--- src/err_rec_consts.svh ---
// offsets, field positions, codes and reset values of the error record block
`ifndef ERR_REC_CONSTS_SVH
`define ERR_REC_CONSTS_SVH

// ==================================================
// address map, one 64-byte window per record
`define REG_ADDR_W 12
`define REC_STRIDE_LOG2 6
`define OFF_FEATURE 6'h00
`define OFF_CONTROL 6'h08
`define OFF_MISC 6'h20

// ==================================================
// control register bit positions (combined name / split read name first)
`define CTL_ED 0
`define CTL_IMPL 1
`define CTL_UI 2
`define CTL_FI 3
`define CTL_UE 4
`define CTL_WUI 5
`define CTL_WFI 6
`define CTL_WUE 7
`define CTL_CFI 8
`define CTL_WRITE_CORRECTED_FAULT_EN 9
`define CTL_DUI 10
`define CTL_WRITE_DEFERRED_IRQ_EN 11
`define CTL_IMPL_BITS 12

// ==================================================
// feature register field positions
`define FR_ED_LSB 0
`define FR_IMPL_LSB 2
`define FR_UI_LSB 4
`define FR_FI_LSB 6
`define FR_UE_LSB 8
`define FR_CFI_LSB 10
`define FR_CEC_LSB 12
`define FR_RP_BIT 15
`define FR_DUI_LSB 16
`define FR_CEO_LSB 18
`define FR_HI_LSB 32

// ==================================================
// feature codes
`define MODE_NONE 2'b00
`define MODE_ALWAYS 2'b01
`define MODE_ONE 2'b10
`define MODE_SPLIT 2'b11
`define CEC_NONE 3'b000
`define CEC_8BIT 3'b010
`define CEC_16BIT 3'b100
`define CEO_KEEP 2'b00
`define CEO_OVERWRITE 2'b01

// ==================================================
// miscellaneous register layout and reset values
`define MISC_CNT_LSB 32
`define ED_RESET_VAL 1'b0

`endif

--- src/err_rec_pkg.sv ---
// types shared by the error record block
`include "err_rec_consts.svh"
package err_rec_pkg;

  // ==================================================
  // error class of a detected error
  typedef enum logic [2:0] {
    ERR_CE = 3'b001,
    ERR_DE = 3'b010,
    ERR_UE = 3'b100
  } err_kind_e;

  // ==================================================
  // one detected error from the node datapath
  typedef struct packed {
    logic valid;
    err_kind_e kind;
    logic is_write;
    logic prio_held;
    logic [31:0] syndrome;
  } err_event_s;

  // ==================================================
  // one register access request
  typedef struct packed {
    logic wr;
    logic rd;
    logic [`REG_ADDR_W-1:0] addr;
    logic [63:0] wdata;
  } reg_req_s;

endpackage : err_rec_pkg

--- src/ce_counter.sv ---
// corrected-error counter with sticky overflow
`timescale 1ns/1ps
module ce_counter #(
  parameter int CNT_BITS = 15
) (
  input wire logic clk,
  input wire logic rst,
  input wire logic inc,
  input wire logic wr_en,
  input wire logic [CNT_BITS-1:0] wr_cnt,
  input wire logic wr_of,
  output logic [CNT_BITS-1:0] count,
  output logic ovf,
  output logic wrap
);

  logic [CNT_BITS-1:0] count_reg;
  logic [CNT_BITS-1:0] count_next;
  logic ovf_reg;

  // ==================================================
  // count: software write wins so a persistent error cannot block a reset
  assign count_next = count_reg + {{(CNT_BITS-1){1'b0}}, 1'b1};
  assign wrap = inc & (&count_reg); // increment through zero

  always_ff @(posedge clk) begin
    if (rst) begin
      count_reg <= '0;
    end else if (wr_en) begin
      count_reg <= wr_cnt;
    end else if (inc) begin
      count_reg <= count_next;
    end
  end

  // sticky overflow: the hardware set wins over a software clear
  always_ff @(posedge clk) begin
    if (rst) begin
      ovf_reg <= 1'b0;
    end else if (wrap) begin
      ovf_reg <= 1'b1;
    end else if (wr_en) begin
      ovf_reg <= wr_of;
    end
  end

  assign count = count_reg;
  assign ovf = ovf_reg;
endmodule : ce_counter

--- src/error_record_control_features.sv ---
// control, feature and miscellaneous registers of one node's error record
// How it works
// uncorrected errors raise recovery interrupt when enabled
// interrupt raised even when syndrome is dropped
// split mode: bit 2 gates reads only
// bit 1 implementation value, zero writes harmless
// reporting off: record and signal nothing
// reporting off may still correct silently
// check codes still generated unless injection suppresses
// reporting enable resets to zero
// unsupported control bits read zero, ignore writes
// feature register only in first record
// feature high word implementation, 31:20 zero
// repeat corrected error policy, overflow flag
// overwrite policy zero without counter
// deferred interrupt control code, zero without recovery
// repeat counter bit, zero without counter
// standard counter kind and width
// corrected fault control code, zero without fault
// in-band abort reporting code
// fault interrupt code
// recovery interrupt code, bits 3:2 implementation
// reporting enable code
// latest-error syndrome ignores writes while valid
// deferred errors raise recovery interrupt when enabled
// counter wrap sets overflow, raises fault interrupt
// records replicated at 64-byte stride; only record 0 here, other windows read zero, ignore writes
// interrupts are levels held until record cleared
`timescale 1ns/1ps
`include "err_rec_consts.svh"
module error_record_control_features #(
  parameter logic [1:0] ED_MODE = `MODE_ONE,
  parameter logic [1:0] UI_MODE = `MODE_SPLIT,
  parameter logic [1:0] FI_MODE = `MODE_ONE,
  parameter logic [1:0] UE_MODE = `MODE_ONE,
  parameter logic [1:0] CFI_MODE = `MODE_ONE,
  parameter logic [1:0] DUI_MODE = `MODE_ONE,
  parameter logic [2:0] CEC_KIND = `CEC_16BIT,
  parameter logic RP_PRESENT = 1'b0,
  parameter logic [1:0] CEO_POLICY = `CEO_KEEP,
  parameter logic [31:0] IMPL_FR_HI = 32'h0000_0000, // arbitrary
  parameter logic [1:0] IMPL_FR_LO = 2'b00, // arbitrary
  parameter logic [31:0] IMPL_CTL_HI = 32'h0000_0000, // arbitrary
  parameter logic IMPL_CTL_BIT1 = 1'b0 // arbitrary
) (
  input wire logic CLK_SYS,
  input wire logic RST,
  input wire err_rec_pkg::reg_req_s REG_REQ,
  output logic [63:0] REG_RDATA,
  output logic REG_RVALID,
  input wire err_rec_pkg::err_event_s ERR_EVT,
  input wire logic RECORD_CLEAR,
  input wire logic INJECT_SUPPRESS,
  output logic RECOVERY_IRQ,
  output logic FAULT_IRQ,
  output logic ABORT_RESP,
  output logic DETECT_EN,
  output logic CHECK_GEN_EN,
  output logic MISC_VALID,
  output logic STATUS_OVF
);
  import err_rec_pkg::*;

  localparam int CNT_BITS = (CEC_KIND == `CEC_8BIT) ? 7 : 15;
  localparam logic HAS_CNT = (CEC_KIND != `CEC_NONE);

  // ==================================================
  // helpers
  // writable control bits for one feature code
  function automatic logic [11:0] ctl_bits(input logic [1:0] mode, input int rb, input int wb);
    logic [11:0] m;
    m = '0;
    if (mode == `MODE_ONE || mode == `MODE_SPLIT) begin
      m[rb] = 1'b1;
    end
    if (mode == `MODE_SPLIT) begin
      m[wb] = 1'b1;
    end
    return m;
  endfunction : ctl_bits

  // effective enable for one access direction
  function automatic logic ctl_en(input logic [1:0] mode, input logic [11:0] ctl,
                                  input int rb, input int wb, input logic is_wr);
    logic e;
    e = 1'b0;
    case (mode)
      `MODE_ALWAYS: e = 1'b1;
      `MODE_ONE: e = ctl[rb];
      `MODE_SPLIT: e = is_wr ? ctl[wb] : ctl[rb];
      default: e = 1'b0;
    endcase
    return e;
  endfunction : ctl_en

  // feature word, with dependent fields forced to zero
  function automatic logic [63:0] feature_word();
    logic [63:0] f;
    f = '0;
    f[`FR_HI_LSB +: 32] = IMPL_FR_HI;
    f[`FR_ED_LSB +: 2] = ED_MODE;
    f[`FR_IMPL_LSB +: 2] = IMPL_FR_LO;
    f[`FR_UI_LSB +: 2] = UI_MODE;
    f[`FR_FI_LSB +: 2] = FI_MODE;
    f[`FR_UE_LSB +: 2] = UE_MODE;
    f[`FR_CFI_LSB +: 2] = (FI_MODE == `MODE_NONE) ? 2'b00 : CFI_MODE;
    f[`FR_CEC_LSB +: 3] = CEC_KIND;
    f[`FR_RP_BIT] = HAS_CNT & RP_PRESENT;
    f[`FR_DUI_LSB +: 2] = (UI_MODE == `MODE_NONE) ? 2'b00 : DUI_MODE;
    f[`FR_CEO_LSB +: 2] = HAS_CNT ? CEO_POLICY : 2'b00; // see R12
    return f;
  endfunction : feature_word

  localparam logic [63:0] FEATURE = feature_word();
  // bits without a supported feature stay zero; bit 1 is never stored
  localparam logic [11:0] CTL_MASK = ctl_bits(ED_MODE, `CTL_ED, `CTL_ED)
    | ctl_bits(UI_MODE, `CTL_UI, `CTL_WUI) | ctl_bits(FI_MODE, `CTL_FI, `CTL_WFI)
    | ctl_bits(UE_MODE, `CTL_UE, `CTL_WUE)
    | ctl_bits(FEATURE[`FR_CFI_LSB +: 2], `CTL_CFI, `CTL_WRITE_CORRECTED_FAULT_EN)
    | ctl_bits(FEATURE[`FR_DUI_LSB +: 2], `CTL_DUI, `CTL_WRITE_DEFERRED_IRQ_EN);

  // ==================================================
  // address decode
  logic rec0;
  logic [5:0] off;
  logic ctl_wr;
  logic misc_wr;
  assign off = REG_REQ.addr[`REC_STRIDE_LOG2-1:0];
  assign rec0 = (REG_REQ.addr[`REG_ADDR_W-1:`REC_STRIDE_LOG2] == '0);
  assign ctl_wr = REG_REQ.wr & rec0 & (off == `OFF_CONTROL);
  assign misc_wr = REG_REQ.wr & rec0 & (off == `OFF_MISC) & ~REG_REQ.rd;

  // ==================================================
  // control register
  logic [11:0] ctl_reg;
  always_ff @(posedge CLK_SYS) begin
    if (RST) begin
      ctl_reg <= {11'h000, `ED_RESET_VAL} & CTL_MASK;
    end else if (ctl_wr) begin
      ctl_reg <= REG_REQ.wdata[11:0] & CTL_MASK; // see R09
    end
  end

  logic ed_on;
  assign ed_on = (ED_MODE == `MODE_ALWAYS) | ((ED_MODE == `MODE_ONE) & ctl_reg[`CTL_ED]);

  // ==================================================
  // event qualification: nothing is recorded or signalled with reporting off
  logic act;
  logic is_ce;
  logic is_de;
  logic is_ue;
  logic wr_dir;
  logic ui_en;
  logic dui_en;
  logic fi_en;
  logic cf_en;
  logic ue_en;
  assign act = ERR_EVT.valid & ed_on;
  assign is_ce = (ERR_EVT.kind == ERR_CE);
  assign is_de = (ERR_EVT.kind == ERR_DE);
  assign is_ue = (ERR_EVT.kind == ERR_UE);
  assign wr_dir = ERR_EVT.is_write;
  assign ui_en = ctl_en(UI_MODE, ctl_reg, `CTL_UI, `CTL_WUI, wr_dir);
  assign dui_en = ctl_en(FEATURE[`FR_DUI_LSB +: 2], ctl_reg, `CTL_DUI, `CTL_WRITE_DEFERRED_IRQ_EN, wr_dir);
  assign fi_en = ctl_en(FI_MODE, ctl_reg, `CTL_FI, `CTL_WFI, wr_dir);
  assign ue_en = ctl_en(UE_MODE, ctl_reg, `CTL_UE, `CTL_WUE, wr_dir);
  // without a corrected-fault control the fault enable covers corrected errors
  assign cf_en = (FEATURE[`FR_CFI_LSB +: 2] == `MODE_NONE) ? fi_en
    : ctl_en(FEATURE[`FR_CFI_LSB +: 2], ctl_reg, `CTL_CFI, `CTL_WRITE_CORRECTED_FAULT_EN, wr_dir);

  // ==================================================
  // corrected-error counter in the miscellaneous register
  logic [CNT_BITS-1:0] cnt;
  logic cnt_ovf;
  logic cnt_wrap;
  ce_counter #(
    .CNT_BITS(CNT_BITS)
  ) u_counter (
    .clk(CLK_SYS),
    .rst(RST),
    .inc(act & is_ce & HAS_CNT),
    .wr_en(misc_wr & HAS_CNT),
    .wr_cnt(REG_REQ.wdata[`MISC_CNT_LSB +: CNT_BITS]),
    .wr_of(REG_REQ.wdata[`MISC_CNT_LSB + CNT_BITS]),
    .count(cnt),
    .ovf(cnt_ovf),
    .wrap(cnt_wrap)
  );

  // ==================================================
  // record state: valid flag, held class, overflow flag
  logic mv_reg;
  logic held_ce_reg;
  logic status_of_reg;
  logic [31:0] syn_reg;
  logic repeat_ce;
  logic record_new;
  logic of_set;
  assign repeat_ce = mv_reg & held_ce_reg & is_ce;
  // a repeat corrected error only replaces the syndrome under the overwrite policy
  assign record_new = act & ~ERR_EVT.prio_held & (~repeat_ce
    | (HAS_CNT & (CEO_POLICY == `CEO_OVERWRITE) & ~status_of_reg));
  assign of_set = act & repeat_ce & (cnt_wrap | (~HAS_CNT & (CEO_POLICY == `CEO_KEEP)));

  always_ff @(posedge CLK_SYS) begin
    if (RST) begin
      mv_reg <= 1'b0;
      held_ce_reg <= 1'b0;
    end else if (record_new) begin
      mv_reg <= 1'b1;
      held_ce_reg <= is_ce;
    end else if (RECORD_CLEAR) begin
      mv_reg <= 1'b0;
      held_ce_reg <= 1'b0;
    end
  end

  // overflow flag: set wins over clear
  always_ff @(posedge CLK_SYS) begin
    if (RST) begin
      status_of_reg <= 1'b0;
    end else if (of_set) begin
      status_of_reg <= 1'b1;
    end else if (RECORD_CLEAR) begin
      status_of_reg <= 1'b0;
    end
  end

  // latest-error syndrome ignores software writes while the record is valid
  always_ff @(posedge CLK_SYS) begin
    if (RST) begin
      syn_reg <= '0;
    end else if (record_new) begin
      syn_reg <= ERR_EVT.syndrome;
    end else if (misc_wr & ~mv_reg) begin
      syn_reg <= REG_REQ.wdata[31:0];
    end
  end

  // ==================================================
  // interrupt levels, held until the record is cleared
  logic rec_irq_set;
  logic fault_set;
  logic rec_irq_reg;
  logic fault_irq_reg;
  // raised even when the syndrome itself is dropped
  assign rec_irq_set = act & ui_en & (is_ue | (is_de & dui_en)); // see R01 see R02
  assign fault_set = act & (((is_ue | is_de) & fi_en)
    | (is_ce & cf_en & (HAS_CNT ? cnt_wrap : 1'b1)));

  always_ff @(posedge CLK_SYS) begin
    if (RST) begin
      rec_irq_reg <= 1'b0;
    end else if (rec_irq_set) begin
      rec_irq_reg <= 1'b1;
    end else if (RECORD_CLEAR) begin
      rec_irq_reg <= 1'b0;
    end
  end

  always_ff @(posedge CLK_SYS) begin
    if (RST) begin
      fault_irq_reg <= 1'b0;
    end else if (fault_set) begin
      fault_irq_reg <= 1'b1;
    end else if (RECORD_CLEAR) begin
      fault_irq_reg <= 1'b0;
    end
  end

  // ==================================================
  // datapath controls: abort pulse, check-code generation
  // correction may keep running while reporting is off; only logging, interrupts and the abort pulse stop
  always_ff @(posedge CLK_SYS) begin
    if (RST) begin
      ABORT_RESP <= 1'b0;
      CHECK_GEN_EN <= 1'b1;
    end else begin
      ABORT_RESP <= act & is_ue & ue_en;
      CHECK_GEN_EN <= ~INJECT_SUPPRESS; // see R07
    end
  end

  // ==================================================
  // read data, registered one cycle after the request
  logic [63:0] misc_word;
  always_comb begin
    misc_word = '0;
    misc_word[31:0] = syn_reg;
    if (HAS_CNT) begin
      misc_word[`MISC_CNT_LSB +: CNT_BITS] = cnt;
      misc_word[`MISC_CNT_LSB + CNT_BITS] = cnt_ovf;
    end
  end

  always_ff @(posedge CLK_SYS) begin
    if (RST) begin
      REG_RDATA <= '0;
      REG_RVALID <= 1'b0;
    end else begin
      REG_RVALID <= REG_REQ.rd;
      if (~REG_REQ.rd | ~rec0) begin
        REG_RDATA <= '0;
      end else if (off == `OFF_FEATURE) begin
        REG_RDATA <= FEATURE;
      end else if (off == `OFF_CONTROL) begin
        REG_RDATA <= {IMPL_CTL_HI, 20'h00000, ctl_reg[11:2], IMPL_CTL_BIT1, ctl_reg[0]};
      end else if (off == `OFF_MISC) begin
        REG_RDATA <= misc_word;
      end else begin
        REG_RDATA <= '0;
      end
    end
  end

  assign RECOVERY_IRQ = rec_irq_reg;
  assign FAULT_IRQ = fault_irq_reg;
  assign DETECT_EN = ed_on;
  assign MISC_VALID = mv_reg;
  assign STATUS_OVF = status_of_reg;
endmodule : error_record_control_features

--- config.mk ---
export PLATFORM = sky130hd
export DESIGN_NAME = error_record_control_features
export DESIGN_NICKNAME = d
export VERILOG_FILES = /design/src/err_rec_pkg.sv /design/src/ce_counter.sv /design/src/error_record_control_features.sv
export VERILOG_INCLUDE_DIRS = /design/src
export SDC_FILE = /design/constraint.sdc
export NUM_CORES = 1
export LEC_CHECK = 0
export BUFFER_PORTS_ARGS = -buffer_cell sky130_fd_sc_hd__clkbuf_2
export CAP_MARGIN = 10
export CORE_MARGIN = 5
export CORE_UTILIZATION = 48
export CTS_CLUSTER_SIZE = 14
export DETAILED_ROUTE_END_ITERATION = 12
export PLACE_DENSITY = 0.77
export SLEW_MARGIN = 20
export SYNTH_ARGS = -nofsm -noshare
export SYNTH_HDL_FRONTEND = slang
export SYNTH_HIERARCHICAL = 1
export SYNTH_SLANG_ARGS = --single-unit
--- constraint.sdc ---
create_clock -name CLK_SYS -period 2.75 [get_ports CLK_SYS]
set_input_delay 0.55 -clock CLK_SYS [delete_from_list [all_inputs] [get_ports CLK_SYS]]
set_output_delay 0.55 -clock CLK_SYS [all_outputs]
set_load 0.05 [all_outputs]
==> flow_summary.yaml, run 1 <==
floorplanning:
  coreArea_um2: 9284
  ios: 192
  initial_core_util: 0.4934
  num_rows: 35
  dieArea_um2: 11600
  dieWidth_um: 107.7
  die_h_um: 107.7
synthesis:
  ys.flop_type: "dfxtp_1"
  synthTopCellsByArea: "dfxtp_1 (49%), nand2_1 (7.6%), a311oi_1 (6.5%)"
  syn_avg_cell_area_um2: 8.982
  synth-edff-count: 0
  ys_async_sr_fraction: 0
  synth_cell_types: 49
  yosysTopAreaCellShare: 0.4851
  yosysSeqAreaShare: 0.4851
  yosysWarnings: 6
  ys_ff_latch: 111
  synth_area_um2: 4581
  syn_inst: 510
  synth_area_leader_cell: "dfxtp_1"
cells_and_area:
  num-nets-final: 776
  largest_reg_flops: 48
  area_delta_synth_final_pct: 22.04
  final_cells: 789
  fill_cells: 840
  diodes: 0
  drive_gt1_frac: 0.3106
clocking:
  clockBufferDepth: 2
  cts_hold_buf: 0
  postCtsSetupBuffers: 0
  path_clk_slew_ns: 0.11
  ctsResizeCount: 0
  cts.sinks: 111
  clk_root_buffer_cell: "clkbuf_8"
  cts_tree: "done"
  cts.htree.levels: 3
  cts_made_buffers: 9
  clk_latency_ns: 0.38
route:
  first_pass_iters: 4
  wl_um: 11690
  drtAntennaViolNets: 0
  drtIter0Drc: 240
  drt-wirelength-per-cell_um: 14.82
  viasPerCell: 5.081
  num_vias: 4009
  drc_errors: 0
sta:
  slew_headroom: 0.5401
  worst_pin_slew_ns: 0.6898
  final.setup.tns_ns: 0
  setup_violations: 0
  fin_crit_sh: 0.7491
  hold_viol: 0
  min_period_ns: 2.060
  rsz0062_at_grt: "no"
  slew_viol_final: 0
  fin_worst_skew_ns: 0.01473
  fmax_mhz: 485.4
placement:
  numPortBuffers: 159
  routabilityCongestion: 0.8254
  placed_cells: 773
  hpwl_um: 8806
job:
  drv_cap: 0
min_path:
  hold_path_class: "in -> reg"
  hold_start: "INJECT_SUPPRESS"
critical_path:
  r2r_cells: 6
  crit_type: "in -> reg"
  reg2reg_from: "ctl_reg[0]$_SDFFE_PP0P_"
  crit_path_start_kind: "input pin"
  cp-startpoint: "ERR_EVT[35]"
  cp.required_ns: 3.04
  rrSetupSlack_ns: 0.82
  cp-endpoint: "u_counter/count[11]$_SDFFE_PP0P_"
  crit_path_end_kind: "flip-flop"
  critPathMaxFanout: 9
  rr_endpoint: "u_counter/count[11]$_SDFFE_PP0P_"
  worst_ep_arrival_time_ns: 2.35
global_route:
  antenna_found_initial: 0
  grt_pass1_wl_um: 18730
  grt_usage: 0.2017
  grt_max_degree: 64
  first_global_vias: 4024
  overflow: 0
pwr:
  p_per_area_nw_per_um2: 503.4
  p_leak_uw: 0.002307
  vdd_drop_max_v: 0.0003032
  p_total_uw: 2814
outcome:
  outcome: "finished, final reports clean"
==> routing by layer <==
layer  track usage  part of all wire  vias to the layer above
li1              -                 -                     2009
met1        0.2516              0.42                     1855
met2        0.3468              0.50                      132
met3       0.04559             0.065                       13
met4       0.05951             0.015                        0
met5             0                 0                        -
==> power by group <==
group	internal (µW)	switching, µW	total [µW]
logic	62.9	112	175
clock network	445	585	1030
registers	1610	0.463	1610
total	2120	698	2810
==> Yosys cell counts (8+ instances only) <==
cell,count
a21oi_1,22
a311oi_1,34
and2_1,36
buf_2,8
buf_4,17
clkbuf_1,15
dfxtp_1,111
nand2_1,93
nand3_1,12
nor2_1,53
o21ai_0,9
xnor2_1,8
==> worst min-delay path by stage <==
stage                                     to  slack, ns  depth (start not counted)
finish               CHECK_GEN_EN$_SDFF_PP1_       0.33                          2
global route         CHECK_GEN_EN$_SDFF_PP1_       0.32                          2
CTS                  CHECK_GEN_EN$_SDFF_PP1_       0.31                          2
detailed placement  REG_RDATA[29]$_SDFF_PP0_       0.44                          1
global placement    REG_RDATA[28]$_SDFF_PP0_       0.43                          1
floorplan           REG_RDATA[47]$_SDFF_PP0_       0.43                          1
==> worst max-delay path, cell delays in order <==
cell,delay [ns]
clkbuf_2,0.12
nor3b_2,0.28
and3_1,0.34
buf_4,0.22
nand4_2,0.19
nor4_2,0.33
xnor2_1,0.12
a211oi_2,0.21
==> cell type report <==
cell class	instances	area, µm²	share of cell area
sequential	111	2222	0.3975
clock inverter	7	91.34	0.01634
tap	129	161.4	0.02887
inverter	5	18.77	0.003357
multi-input combinational	359	2090	0.3738
timing repair buffer	169	883.3	0.1580
clock buffer	9	123.9	0.02216
==> kinds of logic (layout without fill, tap and decap cells) <==
kind of cell | after synthesis | count (layout) | share of synthesized area
xor gates and xnor gates | 12 | 12 | 0.02294
DFF | 111 | 111 | 0.4851
and+or+nand+nor | 241 | 241 | 0.2721
muxes | 4 | 4 | 0.008741
AOI/OAI and AO/OA | 85 | 85 | 0.1349
other | 1 | 16 | 0.0008187
adders and majority gates | 1 | 1 | 0.002731
buffers and inverters | 55 | 190 | 0.07266
==> through the flow <==
step	setup WS, ns	hold WS (ns)	cell area (µm²)	util
after floorplan	0.4319	0.4291	4637	-
after global placement	0.3539	0.4325	5375	0.5790
after detailed placement	0.2785	0.4394	5375	0.5790
after CTS	0.6961	0.3136	5590	0.6022
after global routing	0.5423	0.3186	5590	0.6022
final	0.6899	0.3342	5590	0.6022
==> cells in the final DEF, fill, tap and decap left out, drive strengths merged, types with 3 or more instances in the layout <==
cell type | Yosys | layout
nor2 | 54 | 54
and3 | 3 | 3
a22oi | 5 | 5
nand4 | 7 | 7
xnor2 | 8 | 8
o21ai | 9 | 9
nand2 | 93 | 93
nand3 | 14 | 14
xor2 | 4 | 4
clkbuf | 15 | 168
a211oi | 9 | 9
clkinv | 0 | 3
nor3 | 4 | 4
nand2b | 7 | 7
dfxtp | 111 | 111
a21oi | 22 | 22
mux2i | 4 | 4
a311oi | 34 | 34
nor4 | 8 | 8
or3 | 4 | 4
inv | 5 | 8
buf | 35 | 10
and2 | 36 | 36
conb | 1 | 16
No activity file was read; power rests on OpenSTA's default activity.
==> run 2: changes to the inputs <==
==> constraint.sdc (replaced) <==
create_clock -name CLK_SYS -period 2 [get_ports CLK_SYS]
set_input_delay 0.4 -clock CLK_SYS [delete_from_list [all_inputs] [get_ports CLK_SYS]]
set_output_delay 0.4 -clock CLK_SYS [all_outputs]
set_load 0.05 [all_outputs]
==> run 2 against run 1 <==
Critical path depth is the same. Global-route usage grew 0.40 points. Critical endpoint is now FAULT_IRQ$_SDFFE_PP0P_. Register-to-register slack lost 0.58 ns. Clock power grew 26%. Sequential share of layout area shrank 1.3 points. Flip-flop and latch count is the same. Cell area grew 3.4%. First-iteration DRC count shrank 25%. Cell count grew 2.9%.
==> flow_summary.yaml, run 2 (synthesis gave the netlist of run 1 again) <==
route:
  viasPerCell: 5.037
  drtAntennaViolNets: 0
  drt-wirelength-per-cell_um: 14.88
  num_vias: 4090
  drtIter0Drc: 180
  drc_errors: 0
  wl_um: 12080
  first_pass_iters: 5
sta:
  worst_pin_slew_ns: 0.4630
  slew_headroom: 0.6834
  setup_violations: 0
  slew_viol_final: 0
  final.setup.tns_ns: 0
  fin_worst_skew_ns: 0.01923
  rsz0062_at_grt: "no"
  fin_crit_sh: 0.8796
  min_period_ns: 1.759
  hold_viol: 0
  fmax_mhz: 568.4
cells_and_area:
  final_cells: 812
  area_delta_synth_final_pct: 26.17
  diodes: 0
  mostFrequentLayoutCells: "clkbuf_2 (159), dfxtp_1 (110), nand2_1 (93)"
  utilization: 0.6225
  final_common_cell: "clkbuf_2"
  largest_reg_flops: 48
  fill_cells: 837
  drive_gt1_frac: 0.3353
  num-nets-final: 799
critical_path:
  cp.required_ns: 2.30
  worst_ep_arrival_time_ns: 2.05
  crit_type: "reg -> reg"
  critPathMaxFanout: 5
  crit_path_end_kind: "flip-flop"
  crit_path_start_kind: "flip-flop"
pwr:
  p_per_area_nw_per_um2: 651.8
  vdd_drop_max_v: 0.0004275
  p_leak_uw: 0.002414
  p_total_uw: 3767
outcome:
  outcome: "finished, final reports clean"
floorplanning:
  coreArea_um2: 9284
  dieArea_um2: 11600
  die_h_um: 107.7
  ios: 192
  dieWidth_um: 107.7
  initial_core_util: 0.4934
  num_rows: 35
placement:
  routabilityCongestion: 0.8326
  numPortBuffers: 159
  hpwl_um: 9052
  placed_cells: 796
clocking:
  clk_root_buffer_cell: "clkbuf_8"
  path_clk_slew_ns: 0.12
  cts_hold_buf: 0
  cts.sinks: 111
  cts.htree.levels: 3
  clockBufferDepth: 2
  postCtsSetupBuffers: 0
  ctsResizeCount: 0
  cts_tree: "done"
  clk_latency_ns: 0.37
  cts_made_buffers: 9
global_route:
  first_global_vias: 4078
  grt_max_degree: 64
  grt_usage: 0.2057
  overflow: 0
  antenna_found_initial: 0
  grt_pass1_wl_um: 19240
job:
  drv_cap: 0
min_path:
  hold_path_class: "in -> reg"
-- run 2: changes by cell type in the layout (fill, tap and decap cells not counted) --
cell and change:
clkbuf_8 +1, buf_12 +3, inv_6 +1, clkinvlp_4 +1, bufinv_16 -1, inv_8 -2
buf_4 +20, dfxtp_2 +1, dfxtp_1 -1
-- run 2: routing by layer --
| layer | up-vias | global-route usage | wire, µm |
|---|---|---|---|
| met5 | - | 0 | 0 |
| met3 | 25 | 0.03659 | 717 |
| li1 | 2053 | - | - |
| met2 | 141 | 0.3615 | 6031 |
| met4 | 0 | 0.07394 | 283 |
| met1 | 1871 | 0.2507 | 5046 |
-- run 2: per-stage QoR --
stage               hold slack, ns  setup WS, ns  cell area [µm²]
CTS                         0.1692        0.2496             5779
global placement            0.4339      -0.05876             5587
global route                0.1709       0.08463             5779
detailed placement          0.4362       -0.1084             5587
finish                      0.1833        0.2407             5779
floorplan                   0.4291       0.01417             4643
-- run 2: cell type report --
type,count,area (µm²),area share
inverters,5,18.77,0.003247
repair buffers,192,1094,0.1892
clock inverters,6,55.05,0.009526
clock buffers,10,137.6,0.02381
well taps,129,161.4,0.02793
flip-flops and latches,111,2223,0.3847
multi-input cells,359,2090,0.3615
-- run 2: worst paths after layout --
path / startpoint / endpoint / slack, ns / cells after the start
worst max-delay path: u_counter/count[0]$_SDFFE_PP0P_ / FAULT_IRQ$_SDFFE_PP0P_ / 0.24 / 8
worst min-delay path: INJECT_SUPPRESS / CHECK_GEN_EN$_SDFF_PP1_ / 0.18 / 2
worst max register to register: u_counter/count[0]$_SDFFE_PP0P_ / FAULT_IRQ$_SDFFE_PP0P_ / 0.24 / 8
worst min register to register: syn_reg[15]$_SDFFE_PP0P_ / REG_RDATA[15]$_SDFF_PP0_ / 0.45 / 1
-- run 2: worst max-delay path, stage by stage (launching register included) --
cell	delay [ns]
dfxtp_1	0.44
ha_1	0.24
nand4_2	0.17
nor4_4	0.28
nand2_1	0.12
inv_1	0.08
nand3_1	0.08
a21o_1	0.18
a21oi_1	0.11
-- run 2: report_power, final --
group / internal [µW] / switching, µW / total (µW)
Combinational: 100 / 157 / 257
Sequential: 2210 / 0.592 / 2210
Clock: 508 / 790 / 1300
